File: config.mk
export PLATFORM = sky130hd
export DESIGN_NAME = ar_readout_regs
export DESIGN_NICKNAME = d
export VERILOG_FILES = /design/src/hdl/ar_pkg.sv /design/src/hdl/ar_readout_regs.sv
export VERILOG_INCLUDE_DIRS = /design/src /design/src/hdl
export SDC_FILE = /design/constraint.sdc
export NUM_CORES = 1
export LEC_CHECK = 0
export ABC_AREA = 1
export BUFFER_PORTS_ARGS = -buffer_cell sky130_fd_sc_hd__buf_2
export CORE_ASPECT_RATIO = 2
export CORE_MARGIN = 4
export CORE_UTILIZATION = 36
export CTS_CLUSTER_DIAMETER = 120
export DETAILED_ROUTE_END_ITERATION = 6
export GPL_ROUTABILITY_DRIVEN = 0
export HOLD_SLACK_MARGIN = 0.12
export PLACE_DENSITY_LB_ADDON = 0.25
export SYNTH_ARGS = -nofsm -noshare
export SYNTH_HDL_FRONTEND = slang
export SYNTH_SLANG_ARGS = --single-unit
File: constraint.sdc
create_clock -name clk_in -period 2.1 [get_ports clk_in]
set_clock_uncertainty 0.1 [all_clocks]
set_input_delay 0.42 -clock clk_in [delete_from_list [all_inputs] [get_ports clk_in]]
set_output_delay 0.42 -clock clk_in [all_outputs]
set_load 0.03 [all_outputs]
File: src/hdl/ar_consts.svh
// Constants for the acceleration readout register front end
//////////////////////////////////////////////////////////////////////////////
// Summary of operation
// - Grounded strap: boot runs, emits boot pulse
// - Every completed boot ends in standby mode
// - Hibernate bit write: hibernate 1us after deselect
// - Long chip-select low wakes, reboots, then standby
// - Writing active bit moves standby to active
// - Event flag register at 00h, reset 01h
// - Temperature at 01h, skipped unless autoinc enabled
// - Magnitude byte at 02h follows byte order
// - Magnitude byte at 03h follows byte order
// - Magnitude disabled: skip both magnitude addresses
// - Axis first byte follows byte order select
// - Axis second byte follows byte order select
// - Disabled axis: skip both its addresses
//////////////////////////////////////////////////////////////////////////////
`ifndef AR_CONSTS_SVH
`define AR_CONSTS_SVH

// Clock
`define CLK_MHZ          250
`define CLK_PERIOD_NS    4

// Register offsets
`define EVENT_FLAGS_ADDR 8'h00
`define TEMP_ADDR        8'h01
`define MAG_A_ADDR       8'h02
`define MAG_B_ADDR       8'h03
`define X_A_ADDR         8'h04
`define X_B_ADDR         8'h05
`define Y_A_ADDR         8'h06
`define Y_B_ADDR         8'h07
`define Y_LAST_ADDR      8'h07
`define CFG_ONE_ADDR     8'h15
`define CFG_TWO_ADDR     8'h16
`define CFG_FIVE_ADDR    8'h19

// Reset values
`define EVENT_FLAGS_RST  8'h01
`define CFG_RST          8'h00

// Field positions
`define CFG1_ACTIVE_BIT  0
`define CFG2_FAST_BIT    0
`define CFG2_TAINC_BIT   1
`define CFG2_ORDER_BIT   2
`define CFG5_HIB_BIT     0
`define CFG5_MAG_BIT     1
`define CFG5_XDIS_BIT    2
`define CFG5_YDIS_BIT    3
`define EV_BOOT_BIT      0

// Timing
`define BOOT_PULSE_US    1000
`define HIB_DELAY_NS     1000
`define HIB_DELAY_CYC    (`HIB_DELAY_NS / `CLK_PERIOD_NS)
`define WAKE_FLT_NS      10000
`define WAKE_FLT_CYC     ((`WAKE_FLT_NS + `CLK_PERIOD_NS - 1) / `CLK_PERIOD_NS)

`endif

File: src/hdl/ar_pkg.sv
// Types shared by the acceleration readout register front end
package ar_pkg;

  // Power modes of the device
  typedef enum logic [2:0] {
    PWR_START,
    PWR_BOOT,
    PWR_STANDBY,
    PWR_HIB_WAIT,
    PWR_HIBERNATE,
    PWR_ACTIVE
  } ar_pwr_type;

endpackage : ar_pkg

File: src/hdl/ar_readout_regs.sv
// Register front end and boot/power sequencer of the acceleration sensor
`timescale 1ns/1ps
`include "ar_consts.svh"

module ar_readout_regs #(
  parameter int BOOT_PULSE_CYC = `BOOT_PULSE_US * `CLK_MHZ // Boot pulse
) (
  input  wire logic        clk_in,            // 250 MHz clock
  input  wire logic        sys_rst_in,        // Sync reset, active high
  input  wire logic        boot_mode_strap_in,// Low selects grounded mode
  input  wire logic        cs_n_in,           // Chip select / wake, low
  input  wire logic        cmd_start_in,      // Load register pointer
  input  wire logic [7:0]  cmd_addr_in,       // Start address of command
  input  wire logic        rd_req_in,         // Read one byte at pointer
  input  wire logic        wr_req_in,         // Write one byte at pointer
  input  wire logic [7:0]  wr_data_in,        // Write data
  input  wire logic [7:0]  status_in,         // Live event sources 7:1
  input  wire logic [7:0]  temp_in,           // Temperature sample
  input  wire logic [11:0] magnitude_in,      // Vector magnitude
  input  wire logic [11:0] x_sample_in,       // X axis sample
  input  wire logic [11:0] y_sample_in,       // Y axis sample
  output logic      [7:0]  rd_data_out,       // Read byte
  output logic             rd_valid_out,      // Read byte valid pulse
  output logic             boot_pin_out,      // Open-drain level, always 0
  output logic             boot_pin_oe_n_out, // Low while pulse drives
  output logic      [2:0]  pwr_state_out      // Current power mode
);

  localparam int HIB_CYC  = `HIB_DELAY_CYC;
  localparam int WAKE_CYC = `WAKE_FLT_CYC;

  ar_pkg::ar_pwr_type state_ff;
  logic [23:0] cnt_ff;
  logic [7:0]  ptr_ff;
  logic [7:0]  cfg_one_ff;
  logic [7:0]  cfg_two_ff;
  logic [7:0]  cfg_five_ff;
  logic [7:0]  event_flags_ff;
  logic [7:0]  rd_data_ff;
  logic        rd_valid_ff;
  logic        boot_oe_n_ff;
  logic        boot_pin_ff;
  logic        cs_prev_ff;
  logic        access_ok;
  logic        rd_go;
  logic        wr_go;
  logic        cs_rise;
  logic        hib_go;
  logic        act_set;
  logic        act_clr;
  logic        boot_done;
  logic        byte_order;
  logic [7:0]  skip;
  logic [7:0]  nxt_rd_data;
  logic [7:0]  nxt_ptr;

  //////////////////////////////////////////////////////////////////////////
  // Helpers

  // First unskipped address above cur; fast mode wraps to zero
  function automatic logic [7:0] next_ptr(input logic [7:0] cur,
                                          input logic [7:0] skp,
                                          input logic       fast);
    logic [7:0] res;
    // Nothing left below Y: zero in fast mode, else step past the readout bytes, never onto a skip
    res = fast ? `EVENT_FLAGS_ADDR :
          (cur < `Y_LAST_ADDR) ? `Y_LAST_ADDR + 8'h01 : cur + 8'h01;
    for (int i = 7; i >= 1; i--) begin
      if (8'(i) > cur && !skp[i]) begin
        res = 8'(i);
      end
    end
    return res;
  endfunction : next_ptr

  // One byte of a 12-bit value under the selected byte order
  function automatic logic [7:0] pick(input logic [11:0] v,
                                      input logic        second,
                                      input logic        be);
    if (!second) begin
      return be ? v[11:4] : v[7:0];
    end
    return be ? {4'h0, v[3:0]} : {4'h0, v[11:8]};
  endfunction : pick

  //////////////////////////////////////////////////////////////////////////
  // Access qualification and decoded events

  // Host traffic is ignored while booting or asleep
  assign access_ok  = (state_ff == ar_pkg::PWR_STANDBY) ||
                      (state_ff == ar_pkg::PWR_ACTIVE);
  assign rd_go      = rd_req_in && access_ok && !cmd_start_in;
  assign wr_go      = wr_req_in && access_ok && !cmd_start_in;
  assign cs_rise    = cs_n_in && !cs_prev_ff;
  assign hib_go     = access_ok && cs_rise &&
                      cfg_five_ff[`CFG5_HIB_BIT];
  assign act_set    = wr_go && ptr_ff == `CFG_ONE_ADDR &&
                      wr_data_in[`CFG1_ACTIVE_BIT];
  assign act_clr    = wr_go && ptr_ff == `CFG_ONE_ADDR &&
                      !wr_data_in[`CFG1_ACTIVE_BIT];
  assign boot_done  = state_ff == ar_pkg::PWR_BOOT &&
                      cnt_ff == 24'(BOOT_PULSE_CYC - 1);
  assign byte_order = cfg_two_ff[`CFG2_ORDER_BIT];

  // Addresses left out of a multi-byte read
  always_comb begin
    skip    = 8'h00;
    skip[1] = !cfg_two_ff[`CFG2_TAINC_BIT];
    skip[2] = !cfg_five_ff[`CFG5_MAG_BIT];
    skip[3] = !cfg_five_ff[`CFG5_MAG_BIT] ||
              cfg_two_ff[`CFG2_FAST_BIT];
    skip[4] = cfg_five_ff[`CFG5_XDIS_BIT];
    skip[5] = cfg_five_ff[`CFG5_XDIS_BIT] ||
              cfg_two_ff[`CFG2_FAST_BIT];
    skip[6] = cfg_five_ff[`CFG5_YDIS_BIT];
    skip[7] = cfg_five_ff[`CFG5_YDIS_BIT] ||
              cfg_two_ff[`CFG2_FAST_BIT];
  end

  assign nxt_ptr = next_ptr(ptr_ff, skip,
                            cfg_two_ff[`CFG2_FAST_BIT]);

  //////////////////////////////////////////////////////////////////////////
  // Power sequencer

  // Strap is looked at in the first cycle after reset, never under it
  always_ff @(posedge clk_in) begin
    if (sys_rst_in) begin
      state_ff <= ar_pkg::PWR_START;
      cnt_ff   <= 24'h000000;
    end else begin
      unique case (state_ff)
        ar_pkg::PWR_START: begin
          cnt_ff   <= 24'h000000;
          state_ff <= boot_mode_strap_in ? ar_pkg::PWR_STANDBY
                                         : ar_pkg::PWR_BOOT;
        end
        ar_pkg::PWR_BOOT: begin
          if (boot_done) begin
            cnt_ff   <= 24'h000000;
            state_ff <= ar_pkg::PWR_STANDBY;
          end else begin
            cnt_ff <= cnt_ff + 24'h000001;
          end
        end
        ar_pkg::PWR_STANDBY: begin
          cnt_ff <= 24'h000000;
          if (hib_go) begin
            state_ff <= ar_pkg::PWR_HIB_WAIT;
          end else if (act_set) begin
            state_ff <= ar_pkg::PWR_ACTIVE;
          end
        end
        ar_pkg::PWR_ACTIVE: begin
          cnt_ff <= 24'h000000;
          if (hib_go) begin
            state_ff <= ar_pkg::PWR_HIB_WAIT;
          end else if (act_clr) begin
            state_ff <= ar_pkg::PWR_STANDBY;
          end
        end
        ar_pkg::PWR_HIB_WAIT: begin
          if (cnt_ff == 24'(HIB_CYC - 1)) begin
            cnt_ff   <= 24'h000000;
            state_ff <= ar_pkg::PWR_HIBERNATE;
          end else begin
            cnt_ff <= cnt_ff + 24'h000001;
          end
        end
        ar_pkg::PWR_HIBERNATE: begin
          // A short glitch on the wake pin restarts the filter
          if (cs_n_in) begin
            cnt_ff <= 24'h000000;
          end else if (cnt_ff == 24'(WAKE_CYC - 1)) begin
            cnt_ff   <= 24'h000000;
            state_ff <= ar_pkg::PWR_BOOT;
          end else begin
            cnt_ff <= cnt_ff + 24'h000001;
          end
        end
        default: begin
          cnt_ff   <= 24'h000000;
          state_ff <= ar_pkg::PWR_START;
        end
      endcase
    end
  end

  // Boot pulse drives the open-drain pin, one cycle behind the state
  always_ff @(posedge clk_in) begin
    if (sys_rst_in) begin
      boot_oe_n_ff <= 1'b1;
      boot_pin_ff  <= 1'b0;
      cs_prev_ff   <= 1'b1;
    end else begin
      boot_oe_n_ff <= state_ff != ar_pkg::PWR_BOOT;
      boot_pin_ff  <= 1'b0;
      cs_prev_ff   <= cs_n_in;
    end
  end

  //////////////////////////////////////////////////////////////////////////
  // Configuration registers, cleared by every boot

  always_ff @(posedge clk_in) begin
    if (sys_rst_in || state_ff == ar_pkg::PWR_BOOT) begin
      cfg_one_ff  <= `CFG_RST;
      cfg_two_ff  <= `CFG_RST;
      cfg_five_ff <= `CFG_RST;
    end else if (wr_go) begin
      if (ptr_ff == `CFG_ONE_ADDR) begin
        cfg_one_ff <= wr_data_in;
      end
      if (ptr_ff == `CFG_TWO_ADDR) begin
        cfg_two_ff <= wr_data_in;
      end
      if (ptr_ff == `CFG_FIVE_ADDR) begin
        cfg_five_ff <= wr_data_in;
      end
    end
  end

  // Boot flag: set on completed boot, cleared by reading, set wins
  always_ff @(posedge clk_in) begin
    if (sys_rst_in) begin
      event_flags_ff <= `EVENT_FLAGS_RST;
    end else begin
      event_flags_ff[7:1] <= status_in[7:1];
      if (boot_done) begin
        event_flags_ff[`EV_BOOT_BIT] <= 1'b1;
      end else if (rd_go && ptr_ff == `EVENT_FLAGS_ADDR) begin
        event_flags_ff[`EV_BOOT_BIT] <= 1'b0;
      end
    end
  end

  //////////////////////////////////////////////////////////////////////////
  // Read path and register pointer

  // Unmapped addresses read as zero
  always_comb begin
    case (ptr_ff)
      `EVENT_FLAGS_ADDR: nxt_rd_data = event_flags_ff;
      `TEMP_ADDR:        nxt_rd_data = temp_in;
      `MAG_A_ADDR:
        nxt_rd_data = pick(magnitude_in, 1'b0, byte_order);
      `MAG_B_ADDR:
        nxt_rd_data = pick(magnitude_in, 1'b1, byte_order);
      `X_A_ADDR:
        nxt_rd_data = pick(x_sample_in, 1'b0, byte_order);
      `X_B_ADDR:
        nxt_rd_data = pick(x_sample_in, 1'b1, byte_order);
      `Y_A_ADDR:
        nxt_rd_data = pick(y_sample_in, 1'b0, byte_order);
      `Y_B_ADDR:
        nxt_rd_data = pick(y_sample_in, 1'b1, byte_order);
      `CFG_ONE_ADDR:     nxt_rd_data = cfg_one_ff;
      `CFG_TWO_ADDR:     nxt_rd_data = cfg_two_ff;
      `CFG_FIVE_ADDR:    nxt_rd_data = cfg_five_ff;
      default:           nxt_rd_data = 8'h00;
    endcase
  end

  // Reads hop over skipped bytes; writes step by one
  always_ff @(posedge clk_in) begin
    if (sys_rst_in) begin
      ptr_ff <= 8'h00;
    end else if (cmd_start_in && access_ok) begin
      ptr_ff <= cmd_addr_in;
    end else if (rd_go) begin
      ptr_ff <= nxt_ptr;
    end else if (wr_go) begin
      ptr_ff <= ptr_ff + 8'h01;
    end
  end

  always_ff @(posedge clk_in) begin
    if (sys_rst_in) begin
      rd_data_ff  <= 8'h00;
      rd_valid_ff <= 1'b0;
    end else begin
      rd_valid_ff <= rd_go;
      if (rd_go) begin
        rd_data_ff <= nxt_rd_data;
      end
    end
  end

  assign rd_data_out       = rd_data_ff;
  assign rd_valid_out      = rd_valid_ff;
  assign boot_pin_out      = boot_pin_ff;
  assign boot_pin_oe_n_out = boot_oe_n_ff;
  assign pwr_state_out     = state_ff;

  // Length of the current low stretch of the boot pin enable
  logic [23:0] low_len_ff;
  always_ff @(posedge clk_in) begin
    if (sys_rst_in || boot_oe_n_ff) begin
      low_len_ff <= 24'h000000;
    end else begin
      low_len_ff <= low_len_ff + 24'h000001;
    end
  end
endmodule : ar_readout_regs

==> metrics.txt, run 1 <==
drc violations 0; max-slew violation count 0; Ant. Diodes 0; Synth Area per Inst 6.47 sq um; CTS tree done; status finished, final reports clean; cell repeated most along the worst path nand2_1; min setup slack post-route 92.8 ps; Fin. Hold Viols 0; DIE HEIGHT about 170 um; ys async rst share 0; post-synthesis cell count 742; worst-path maximum fanout 6; Critical Path Source Type register; I/O pin count slightly below 90; most frequently used flop master after synthesis dfxtp_1; Pleak 2.82 nW; Die X 89.7 um; clk_lat worst skew 340 ps; largest net degree at the start of global routing 25; Hold Crit Class input pin to register; Hold Slack 184 ps; pre-CTS setup slack between 10 and 15 ps; vias per std cell 5.18; grt total ovfl 0; Port Buf Inserts 86; Sw Share 0.400; WL final 16.1 mm; overall power 0.00613 W; crit path buf inv count 2; Syn Std Cell Area 4800 sq um; CP delay by family, top simple AND/OR/NAND/NOR gates; Total GRT Usage 0.212; Peak VDD IR 0.000562 V; Adder-Cell Fraction of Synth Area 0.0156; RSZ-0062 raised after global routing true; P_int about 0.0037 W; Core ar. 13100 sq um; routed len/inst 15.5 um; combinational power share 0.427; Seq cells post-synth 78; multiplexer share of the synthesized area 0.00208; Worst path max stage delay 370 ps; min Tclk post-route 2010 ps; slowest stage cell on the critical path dfxtp_4; Max Fclk 0.498 GHz; via count of the first global-routing pass 5228; clock share of power 0.286; Compound-Gate Fraction of Synth Area 0.166; clock buffer depth 2; count of different cell masters after synthesis 43; Ys Warns 0; Root Buffer Master clkbuf_16; PD cells 971 nW/um^2; 1st-iter DRT viols 228; R2R Setup Slk 90 ps; Final Setup Violations 0; DRT antenna net count 0; crit path DAT 2120 ps; largest family of logic cells by synthesized area simple AND/OR/NAND/NOR gates; Flop pwr share 0.287; initial antenna violation count 0; Nets 963; synthesized net count 823; final core occ 0.483; simple-gate area share of the yosys netlist 0.366; Die ar. 15400 sq um; CTS Buf Count 9; number of H-tree levels 3; cells along the critical path ha_4 -> nand3_4 -> buf_4 -> nor4_2 -> nand2_1 -> nand2_1 -> nand2_1 -> o21ai_2 -> buf_4 -> a211oi_1; Final period util 0.956; MaxCap Viol Count 0; share of cells above drive strength 1 0.273; row count 59; register area share after synthesis 0.325; global-route wire length before repair 24.6 mm; switching power 0.00245 W; initial cell density of the core 0.368; TritonCTS Sinks 78; total iterations of the first detailed-routing run 5; # hold bufs at CTS 0; crit end category register; Post-Synth XOR/XNOR Area 0.0219; Worst EP required 2210 ps; Vias around 5400; hpwl dp between 10 and 15 mm; Area growth syn-to-layout 31.5%; WS Path Type register to register; Clock transition at path regs 70 ps; EDFF count, synth 0
[layout make-up]
type / count / area (sq um)
clock inverters: 7 / 103
clock buffers: 9 / 225
inverters: 99 / 372
repair buffers: 154 / 957
fillers: 1365 / 6750
flip-flops and latches: 78 / 1580
well taps: 152 / 190
multi-input cells: 540 / 2890
[worst reg2reg max path, stage by stage, from the launching register on]
cell and delay (ps):
dfxtp_4 370, ha_4 140, nand3_4 90, buf_4 160, nor4_2 250, nand2_1 130, nand2_1 100, nand2_1 80
o21ai_2 210, buf_4 200, a211oi_1 60
[layer usage]
metal,routed length (um),global-route usage,vias up
met2,8910,0.404,146
li1,-,-,2725
met4,1230,0.156,0
met5,0,0,-
met1,5490,0.192,2448
met3,517,0.0249,62
[through the flow]
| step | cells | cell area [sq um] | setup TNS, ps |
|---|---|---|---|
| after floorplan | 742 | 4800 | 0 |
| after global placement | 1017 | 5780 | 0 |
| after detailed placement | 1017 | 5780 | 0 |
| after CTS | 1033 | 6110 | 0 |
| after global routing | 1039 | 6310 | -324 |
| final | 1039 | 6310 | 0 |
[worst paths after layout]
check | from | endpoint | depth (start not counted)
setup reg to reg | cnt_ff[0] | cnt_ff[13] | 10
setup / recovery | cnt_ff[0] | cnt_ff[13] | 10
hold / removal | status_in[3] | event_flags_ff[3] | 3
hold reg to reg | cnt_ff[0] | cnt_ff[0] | 1
[synth_stat cells, types with 2 or more instances]
cell	n	area (sq um)
a21oi_1	40	200
nand3_2	5	50.1
o211ai_1	7	52.6
nand2_2	4	25.0
dfxtp_1	78	1560
a21o_1	3	22.5
nand3_1	25	125
o21ai_0	26	130
buf_1	4	15.0
a221oi_1	4	35.0
nand2_1	129	484
nor3_2	2	20.0
o31ai_1	8	60.1
inv_2	6	22.5
a311oi_1	2	17.5
nor3_1	30	150
o22ai_1	7	43.8
nor2_2	5	31.3
xor2_1	9	78.8
or2_2	10	62.6
o21ai_1	2	10.0
nor4_1	8	50.1
nor4_2	3	37.5
buf_2	6	30.0
inv_1	93	349
xnor2_1	3	26.3
buf_4	3	22.5
nor2_1	150	563
nand4_1	16	100
ha_1	6	75.1
nor2_4	3	33.8
a211oi_1	25	188
clkbuf_1	10	37.5
[cells in the final DEF (no fill, tap or decap), types with 3 or more instances in the layout]
| cell | instances |
|---|---|
| nor2_1 | 144 |
| ha_1 | 5 |
| inv_2 | 9 |
| o211ai_1 | 7 |
| nor3_2 | 3 |
| inv_1 | 90 |
| a211oi_1 | 25 |
| o31ai_1 | 8 |
| nand3_2 | 5 |
| a221oi_1 | 4 |
| nor3_1 | 28 |
| or2_2 | 10 |
| buf_2 | 86 |
| o22ai_1 | 6 |
| xnor2_1 | 3 |
| nand2_1 | 123 |
| o21ai_0 | 25 |
| nor2_2 | 7 |
| nor4_1 | 7 |
| clkbuf_16 | 9 |
| dfxtp_2 | 7 |
| nor2_4 | 7 |
| nand3_1 | 23 |
| nand2_2 | 9 |
| inv_6 | 3 |
| nand4_1 | 16 |
| a21o_1 | 3 |
| buf_4 | 66 |
| a21oi_1 | 40 |
| xor2_1 | 9 |
| dfxtp_1 | 69 |
[logic make-up after synthesis]
family | Yosys count
other cells | 1
xor+xnor | 12
flops | 78
mux | 1
fa+ha+maj | 6
compound gates | 128
simple gates | 392
buf+inv | 124
[state kept, by name, summed over array words and instances, names as in the netlist]
| register | flops |
|---|---|
| pwr_state_out | 3 |
| cfg_five_ff | 8 |
| rd_data_out | 8 |
| cfg_one_ff | 8 |
| ptr_ff | 8 |
| rd_valid_out | 1 |
| cs_prev_ff | 1 |
| cfg_two_ff | 8 |
| event_flags_ff | 8 |
| boot_pin_oe_n_out | 1 |
| cnt_ff | 24 |
[repair_timing]
action,CTS,global route
setup endpoints to repair,1,54
pin swaps,0,8
gates resized for setup,1,46
buffers inserted,0,6
[power by group through the flow]
stage / clock, W / combinational, W / sequential, W
after floorplan: 0 / 0.00159 / 0.00178
after global routing: 0.00184 / 0.00294 / 0.00177
after global placement: 0 / 0.00243 / 0.00176
after CTS: 0.00178 / 0.00245 / 0.00173
after detailed placement: 0 / 0.00244 / 0.00176
final: 0.00175 / 0.00262 / 0.00176
(Power assumes the default switching activity.)
==> inputs of run 2 (changes only) <==
--- a/config.mk
+++ b/config.mk
@@ -6,7 +6,7 @@
 export SDC_FILE = /design/constraint.sdc
 export NUM_CORES = 1
 export LEC_CHECK = 0
-export ABC_AREA = 1
+export ABC_AREA = 0
 export BUFFER_PORTS_ARGS = -buffer_cell sky130_fd_sc_hd__buf_2
 export CORE_ASPECT_RATIO = 2
 export CORE_MARGIN = 4
@@ -16,6 +16,7 @@
 export GPL_ROUTABILITY_DRIVEN = 0
 export HOLD_SLACK_MARGIN = 0.12
 export PLACE_DENSITY_LB_ADDON = 0.25
+export RECOVER_POWER = 100
 export SYNTH_ARGS = -nofsm -noshare
 export SYNTH_HDL_FRONTEND = slang
 export SYNTH_SLANG_ARGS = --single-unit
==> run 2 against run 1 <==
Cell area rose by 3.4%; clock power decreased by 3%; the run now ends with DRC, setup timing left; sequential power decreased by 5%; combinational power is 25% higher; critical path depth fell by 3; register-to-register slack got worse by 100 ps; die area fell by 1.7%; cell count down 13%.
==> metrics.txt, run 2 <==
status finished with violations; failing checks DRC, setup timing; crit path DAT 2260 ps (+140 ps); FF-to-FF path depth 7 (-3); TritonCTS Sinks 78 (unchanged); top-count cell post-synth nor2_1; Total GRT Usage 0.224 (+0.0126); Hold Crit Class input pin to register; Vias 5279 (-1.9%); Ant. Diodes 0 (unchanged); most flop-heavy register cnt_ff; row count 58 (-1.7%); # hold bufs at CTS 0 (unchanged); Port Buf Inserts 86 (unchanged); Area growth syn-to-layout 38.5%; post-synthesis cell count 584 (-21%); most frequently used flop master after synthesis dfxtp_1; CTS Buf Count 9 (unchanged); RSZ-0062 raised after global routing true; Critical Path Source Type register; PD cells 1020 nW/um^2 (+4.8%); commonest cells after routing, fill and taps aside buf_4 (87), buf_2 (86), nor2_1 (82); ys async rst share 0 (unchanged); max FFs per register 24 (unchanged); hold path depth 2 (-1); Yosys top cell area share 0.331 (+0.00613); number of H-tree levels 3 (unchanged); Syn Std Cell Area 4710 sq um (-1.8%); hpwl dp 13.1 mm (+0.59%); largest net degree at the start of global routing 25 (unchanged); Worst EP required 2250 ps (+40 ps); Ys Warns 0 (unchanged); hold wc startpoint status_in[5]; Tightest Pin Transition 678 ps; register area share after synthesis 0.331 (+0.00613); EDFF count, synth 0 (unchanged); crit end category register; DRT antenna net count 0 (unchanged); routed len/inst 18.7 um (+20%); overall power 0.00664 W (+8.3%); I/O pin count 89 (unchanged); Clock transition at path regs 60 ps (about the same); Hold Path End event_flags_ff[5]; grt total ovfl 0 (unchanged); WL final 16.8 mm (+4.2%); final core occ 0.514 (+0.0308); Synth Area per Inst 8.07 sq um (+25%); 1st-iter DRT viols 353 (+55%); Fill cells 1243 (-8.9%); clock buffer depth 2 (unchanged); Seq cells post-synth 78 (unchanged); Peak VDD IR 0.000821 V (+46%); vias per std cell 5.86 (+13%); Fin. Hold Viols 0 (unchanged); max-slew violation count 0 (unchanged); Nets 827 (-14%); area leader, netlist dfxtp_1; Setup TNS Final -11.5 ps (-11.5 ps); clk_lat worst skew 340 ps (about the same); global-route wire length before repair 26.3 mm (+6.8%); Die ar. 15100 sq um (-1.7%); Die X 88.9 um (-0.84%); reg2reg start ptr_ff[4]; total iterations of the first detailed-routing run 7 (+2); commonest non-fill, non-tap cell in the layout buf_4; min Tclk post-route 2110 ps (+103 ps); MaxCap Viol Count 0 (unchanged); Core ar. 12700 sq um (-2.8%); drc violations 1 (+1); worst-path maximum fanout 7 (+1); via count of the first global-routing pass 5441 (+4.1%); Pleak 2.68 nW (-4.8%); min setup slack post-route -10.5 ps (-103 ps); initial antenna violation count 0 (unchanged); WS Path Type register to register; Final period util 1.01 (+0.0492); DIE HEIGHT 170 um (-0.89%); initial cell density of the core 0.371 (+0.00361); Final Setup Violations 2 (+2); r2r endpoint ptr_ff[0]; share of cells above drive strength 1 0.348 (+0.0747); CTS tree done; Root Buffer Master clkbuf_16; count of different cell masters after synthesis 70 (+63%); Synth area leaders dfxtp_1 (33%), nor2_1 (6.6%), mux2i_1 (5.9%); Post-Place Cells 879 (-14%); R2R Setup Slk -10 ps (-100 ps); Max Fclk 0.474 GHz (-4.9%); synthesized net count 665 (-19%); Non-Filler Instances 901 (-13%); Slew HR 0.547; most instantiated cells after synthesis nor2_1 (83), dfxtp_1 (78), nand2_1 (48), mux2i_1 (28), nand3_1 (25)
run 2: worst max path at each step:
stage | depth (start not counted) | to | from
2_1_floorplan | 9 | rd_data_out[2] | ptr_ff[0]
3_3_place_gp | 7 | rd_data_out[0] | ptr_ff[1]
3_5_place_dp | 7 | rd_data_out[0] | ptr_ff[1]
4_1_cts | 7 | ptr_ff[4] | ptr_ff[1]
5_1_grt | 7 | cnt_ff[19] | cnt_ff[2]
6_report | 7 | ptr_ff[0] | ptr_ff[4]
run 2: cell type report:
cell class / count / area, sq um / share of cell area
Tap cell: 150 / 188 / 0.0287
Inverter: 10 / 40.0 / 0.00613
Timing Repair Buffer: 184 / 1260 / 0.193
Multi-Input combinational cell: 463 / 3140 / 0.481
Clock inverter: 5 / 82.6 / 0.0126
Clock buffer: 11 / 243 / 0.0372
Sequential cell: 78 / 1570 / 0.241
run 2: cell families (layout without fill, tap and decap cells):
| kind of cell | Yosys count | after routing | share of synthesized area |
|---|---|---|---|
| AO/OA/AOI/OAI | 140 | 140 | 0.218 |
| other | 1 | 1 | 0.000796 |
| multiplexers | 35 | 35 | 0.0762 |
| flip-flops | 78 | 78 | 0.331 |
| adder cells (fa/ha/maj) | 6 | 6 | 0.0159 |
| XOR/XNOR | 23 | 23 | 0.0427 |
| AND/OR/NAND/NOR | 258 | 258 | 0.277 |
| buffers and inverters | 43 | 210 | 0.0380 |
run 2: layer usage:
metal / GRT usage / vias to the layer above / share of wire / routed length [um]
met5: 0 / - / 0 / 0
met4: 0.142 / 0 / 0.059 / 991
met3: 0.0383 / 72 / 0.050 / 845
met2: 0.425 / 200 / 0.56 / 9360
met1: 0.210 / 2505 / 0.33 / 5630
li1: - / 2502 / - / -
run 2: through the flow:
step	setup slack, ps	area, sq um	hold WS [ps]
floorplan	11.3	4730	332
global placement	-139	5960	335
detailed placement	-165	5960	343
CTS	-21.7	6340	178
global route	-135	6530	195
finish	-10.5	6530	183
run 2: what timing repair did:
| item | in CTS | in global routing |
|---|---|---|
| gates resized for setup | 13 | 41 |
| gates cloned | 0 | 1 |
| setup buffers | 1 | 4 |
| endpoints found under the setup margin | 41 | 44 |
| endpoints found under the hold margin | 0 | 0 |
| pin swaps | 3 | 15 |
run 2: worst max-delay path, stage by stage (launching register included):
cell,delay (ps)
dfxtp_2,330
or4_4,530
buf_8,160
nor3_4,230
nand4_1,200
nand2_1,130
o211ai_1,90
a311oi_1,240
run 2: where the power goes:
part | switching, W | internal, W | total (W)
logic | 0.00177 | 0.00151 | 0.00328
registers | 0.0000905 | 0.00158 | 0.00167
clock network | 0.000621 | 0.00108 | 0.00170
total | 0.00248 | 0.00416 | 0.00664
==> inputs of run 3 (changes only) <==
--- a/config.mk
+++ b/config.mk
@@ -17,6 +17,7 @@
 export HOLD_SLACK_MARGIN = 0.12
 export PLACE_DENSITY_LB_ADDON = 0.25
 export RECOVER_POWER = 100
+export SETUP_SLACK_MARGIN = 0.1
 export SYNTH_ARGS = -nofsm -noshare
 export SYNTH_HDL_FRONTEND = slang
 export SYNTH_SLANG_ARGS = --single-unit
==> run 3 against run 2 <==
Sequential power barely moved; power rose by 9.0%; routed wire length rose by 6.9%; global-route usage rose by 0.63 points; flip-flop and latch count did not move; die area did not move; critical path depth did not move; the flow finishes with violations (setup timing).
==> metrics.txt, run 3 (synthesis gave the netlist of run 2 again) <==
cells along the critical path or4_4 -> buf_8 -> nor3_4 -> nand4_1 -> nand2_2 -> o211ai_1 -> a311oi_1; Peak VDD IR 0.000920 V (+12%); min Tclk post-route 2160 ps (+49.0 ps); r2r endpoint ptr_ff[0]; Hold Crit Class input pin to register; Ant. Diodes 0 (unchanged); Nets 839 (+1.5%); 1st-iter DRT viols 330 (-6.5%); Die ar. 15100 sq um (unchanged); grt total ovfl 0 (unchanged); Worst path max stage delay 520 ps (about the same); P_int 0.00448 W (+7.5%); Worst EP required 2230 ps (-20 ps); Area growth syn-to-layout 51.2%; I/O pin count 89 (unchanged); crit end category register; switching power 0.00277 W (+12%); Clock transition at path regs 70 ps (about the same); Critical Path Source Type register; routed len/inst 19.7 um (+5.6%); clk_lat worst skew 330 ps (about the same); Root Buffer Master clkbuf_16; Hold Path End event_flags_ff[5]; global-route wire length before repair 27.0 mm (+2.5%); Fin. Hold Viols 0 (unchanged); CTS Buf Count 9 (unchanged); hold wc startpoint status_in[5]; Final Setup Violations 3 (+1); initial antenna violation count 1 (+1); Total GRT Usage 0.231 (+0.00628); most flop-heavy register cnt_ff; WS Path Type register to register; Max Fclk 0.463 GHz (-2.3%); Pleak 2.81 nW (+4.6%); min setup slack post-route -59.5 ps (-49.0 ps); Fill cells 1155 (-7.1%); clock buffer depth 2 (unchanged); Core ar. 12700 sq um (unchanged); share of cells above drive strength 1 0.424 (+0.0763); row count 58 (unchanged); PD cells 1020 nW/um^2 (-0.14%); max-slew violation count 0 (unchanged); largest net degree at the start of global routing 25 (unchanged); vias per std cell 5.97 (+2.0%); initial cell density of the core 0.371 (unchanged); WL final 18.0 mm (+6.9%); RSZ-0062 raised after global routing true; worst-path maximum fanout 6 (-1); combinational power share 0.532 (+0.039); max FFs per register 24 (unchanged); MaxCap Viol Count 0 (unchanged); hold path depth 2 (unchanged); final core occ 0.561 (+0.0472); status finished with violations; slowest stage cell on the critical path or4_4; drc violations 0 (-1); TritonCTS Sinks 78 (unchanged); hpwl dp 13.2 mm (+0.76%); FF-to-FF path depth 7 (unchanged); DIE HEIGHT 170 um (unchanged); CTS tree done; Port Buf Inserts 86 (unchanged); Slew HR 0.607 (+0.0601); Sw Share 0.382 (+0.00881); number of H-tree levels 3 (unchanged); clock share of power 0.236 (-0.019); crit path DAT 2290 ps (+30 ps); failing checks setup timing; commonest non-fill, non-tap cell in the layout buf_4; Tightest Pin Transition 584 ps (-93.7 ps); via count of the first global-routing pass 5593 (+2.8%); DRT antenna net count 0 (unchanged); Vias 5449 (+3.2%); R2R Setup Slk -60 ps (-50 ps); pre-CTS setup slack -157 ps (+8.00 ps); total iterations of the first detailed-routing run 5 (-2); commonest cells after routing, fill and taps aside buf_4 (82), buf_2 (73), dfxtp_1 (67); Final period util 1.03 (+0.0233); Flop pwr share 0.232 (-0.019); reg2reg start ptr_ff[7]; Die X 88.9 um (unchanged)
==> run 3: cell types whose count changed in the layout (fill, tap and decap cells not counted), moves of 5 or more <==
cell,change
a21oi_1,-5
buf_2,-13
buf_4,-5
buf_6,+11
clkbuf_1,+13
dfxtp_4,+5
nand2_1,-6
nor2_1,-23
nor2_2,+10
nor2_4,+13
o21ai_0,-6
o21ai_1,+6
==> run 3: metal layers <==
layer / share of wire / vias up / GRT usage
met2: 0.56 / 212 / 0.436
li1: - / 2521 / -
met1: 0.33 / 2631 / 0.208
met3: 0.040 / 83 / 0.0431
met5: 0.00039 / - / 0
met4: 0.061 / 2 / 0.161
==> run 3: timing repair <==
item                                    4_1_cts  5_1_grt
pin swaps                                    26       55
endpoints found under the setup margin       51       68
resized for setup                            50      114
gates cloned                                  1        3
buffers inserted                              8       13
hold buffers                                  0        0
==> run 3: critical path, delay by kind of cell, from the launching register on <==
family / cells / cell delay, ps
AOI/OAI and AO/OA: 2 / 380
buffers and inverters: 1 / 160
DFF: 1 / 360
and+or+nand+nor: 4 / 1050
==> run 3: power groups by stage <==
stage	clock [W]	combinational [W]	sequential [W]
final	0.00171	0.00385	0.00168
after global routing	0.00181	0.00407	0.00169
after CTS	0.00174	0.00329	0.00167
after global placement	0	0.00293	0.00169
after floorplan	0	0.00153	0.00177
after detailed placement	0	0.00296	0.00169
==> run 3: cell type report <==
cell class	count	area [sq um]	area share
multi-input cells	463	3530	0.495
flip-flops and latches	78	1590	0.223
repair buffers	196	1450	0.203
clock buffers	10	239	0.0335
well taps	150	188	0.0263
clock inverters	5	82.6	0.0116
inverters	10	48.8	0.00685
==> run 3: worst max path at each step <==
stage | start | endpoint | slack [ps]
global route | ptr_ff[7] | ptr_ff[0] | -120
global placement | cnt_ff[18] | cnt_ff[10] | -80
floorplan | pwr_state_out[1] | ptr_ff[5] | 100
detailed placement | cnt_ff[18] | pwr_state_out[1] | -160
finish | ptr_ff[7] | ptr_ff[0] | -60
CTS | ptr_ff[5] | ptr_ff[0] | -30
==> run 3: through the flow <==
stage / hold slack [ps] / power [W] / TNS (ps) / cell area, sq um / std cells
after floorplan: 332 / 0.00330 / 0 / 4750 / 584
after global routing: 191 / 0.00758 / -1120 / 7130 / 912
after CTS: 192 / 0.00669 / -37.7 / 6540 / 897
final: 199 / 0.00724 / -159 / 7130 / 912
after detailed placement: 343 / 0.00466 / -3580 / 5950 / 873
after global placement: 339 / 0.00462 / -2120 / 5950 / 873
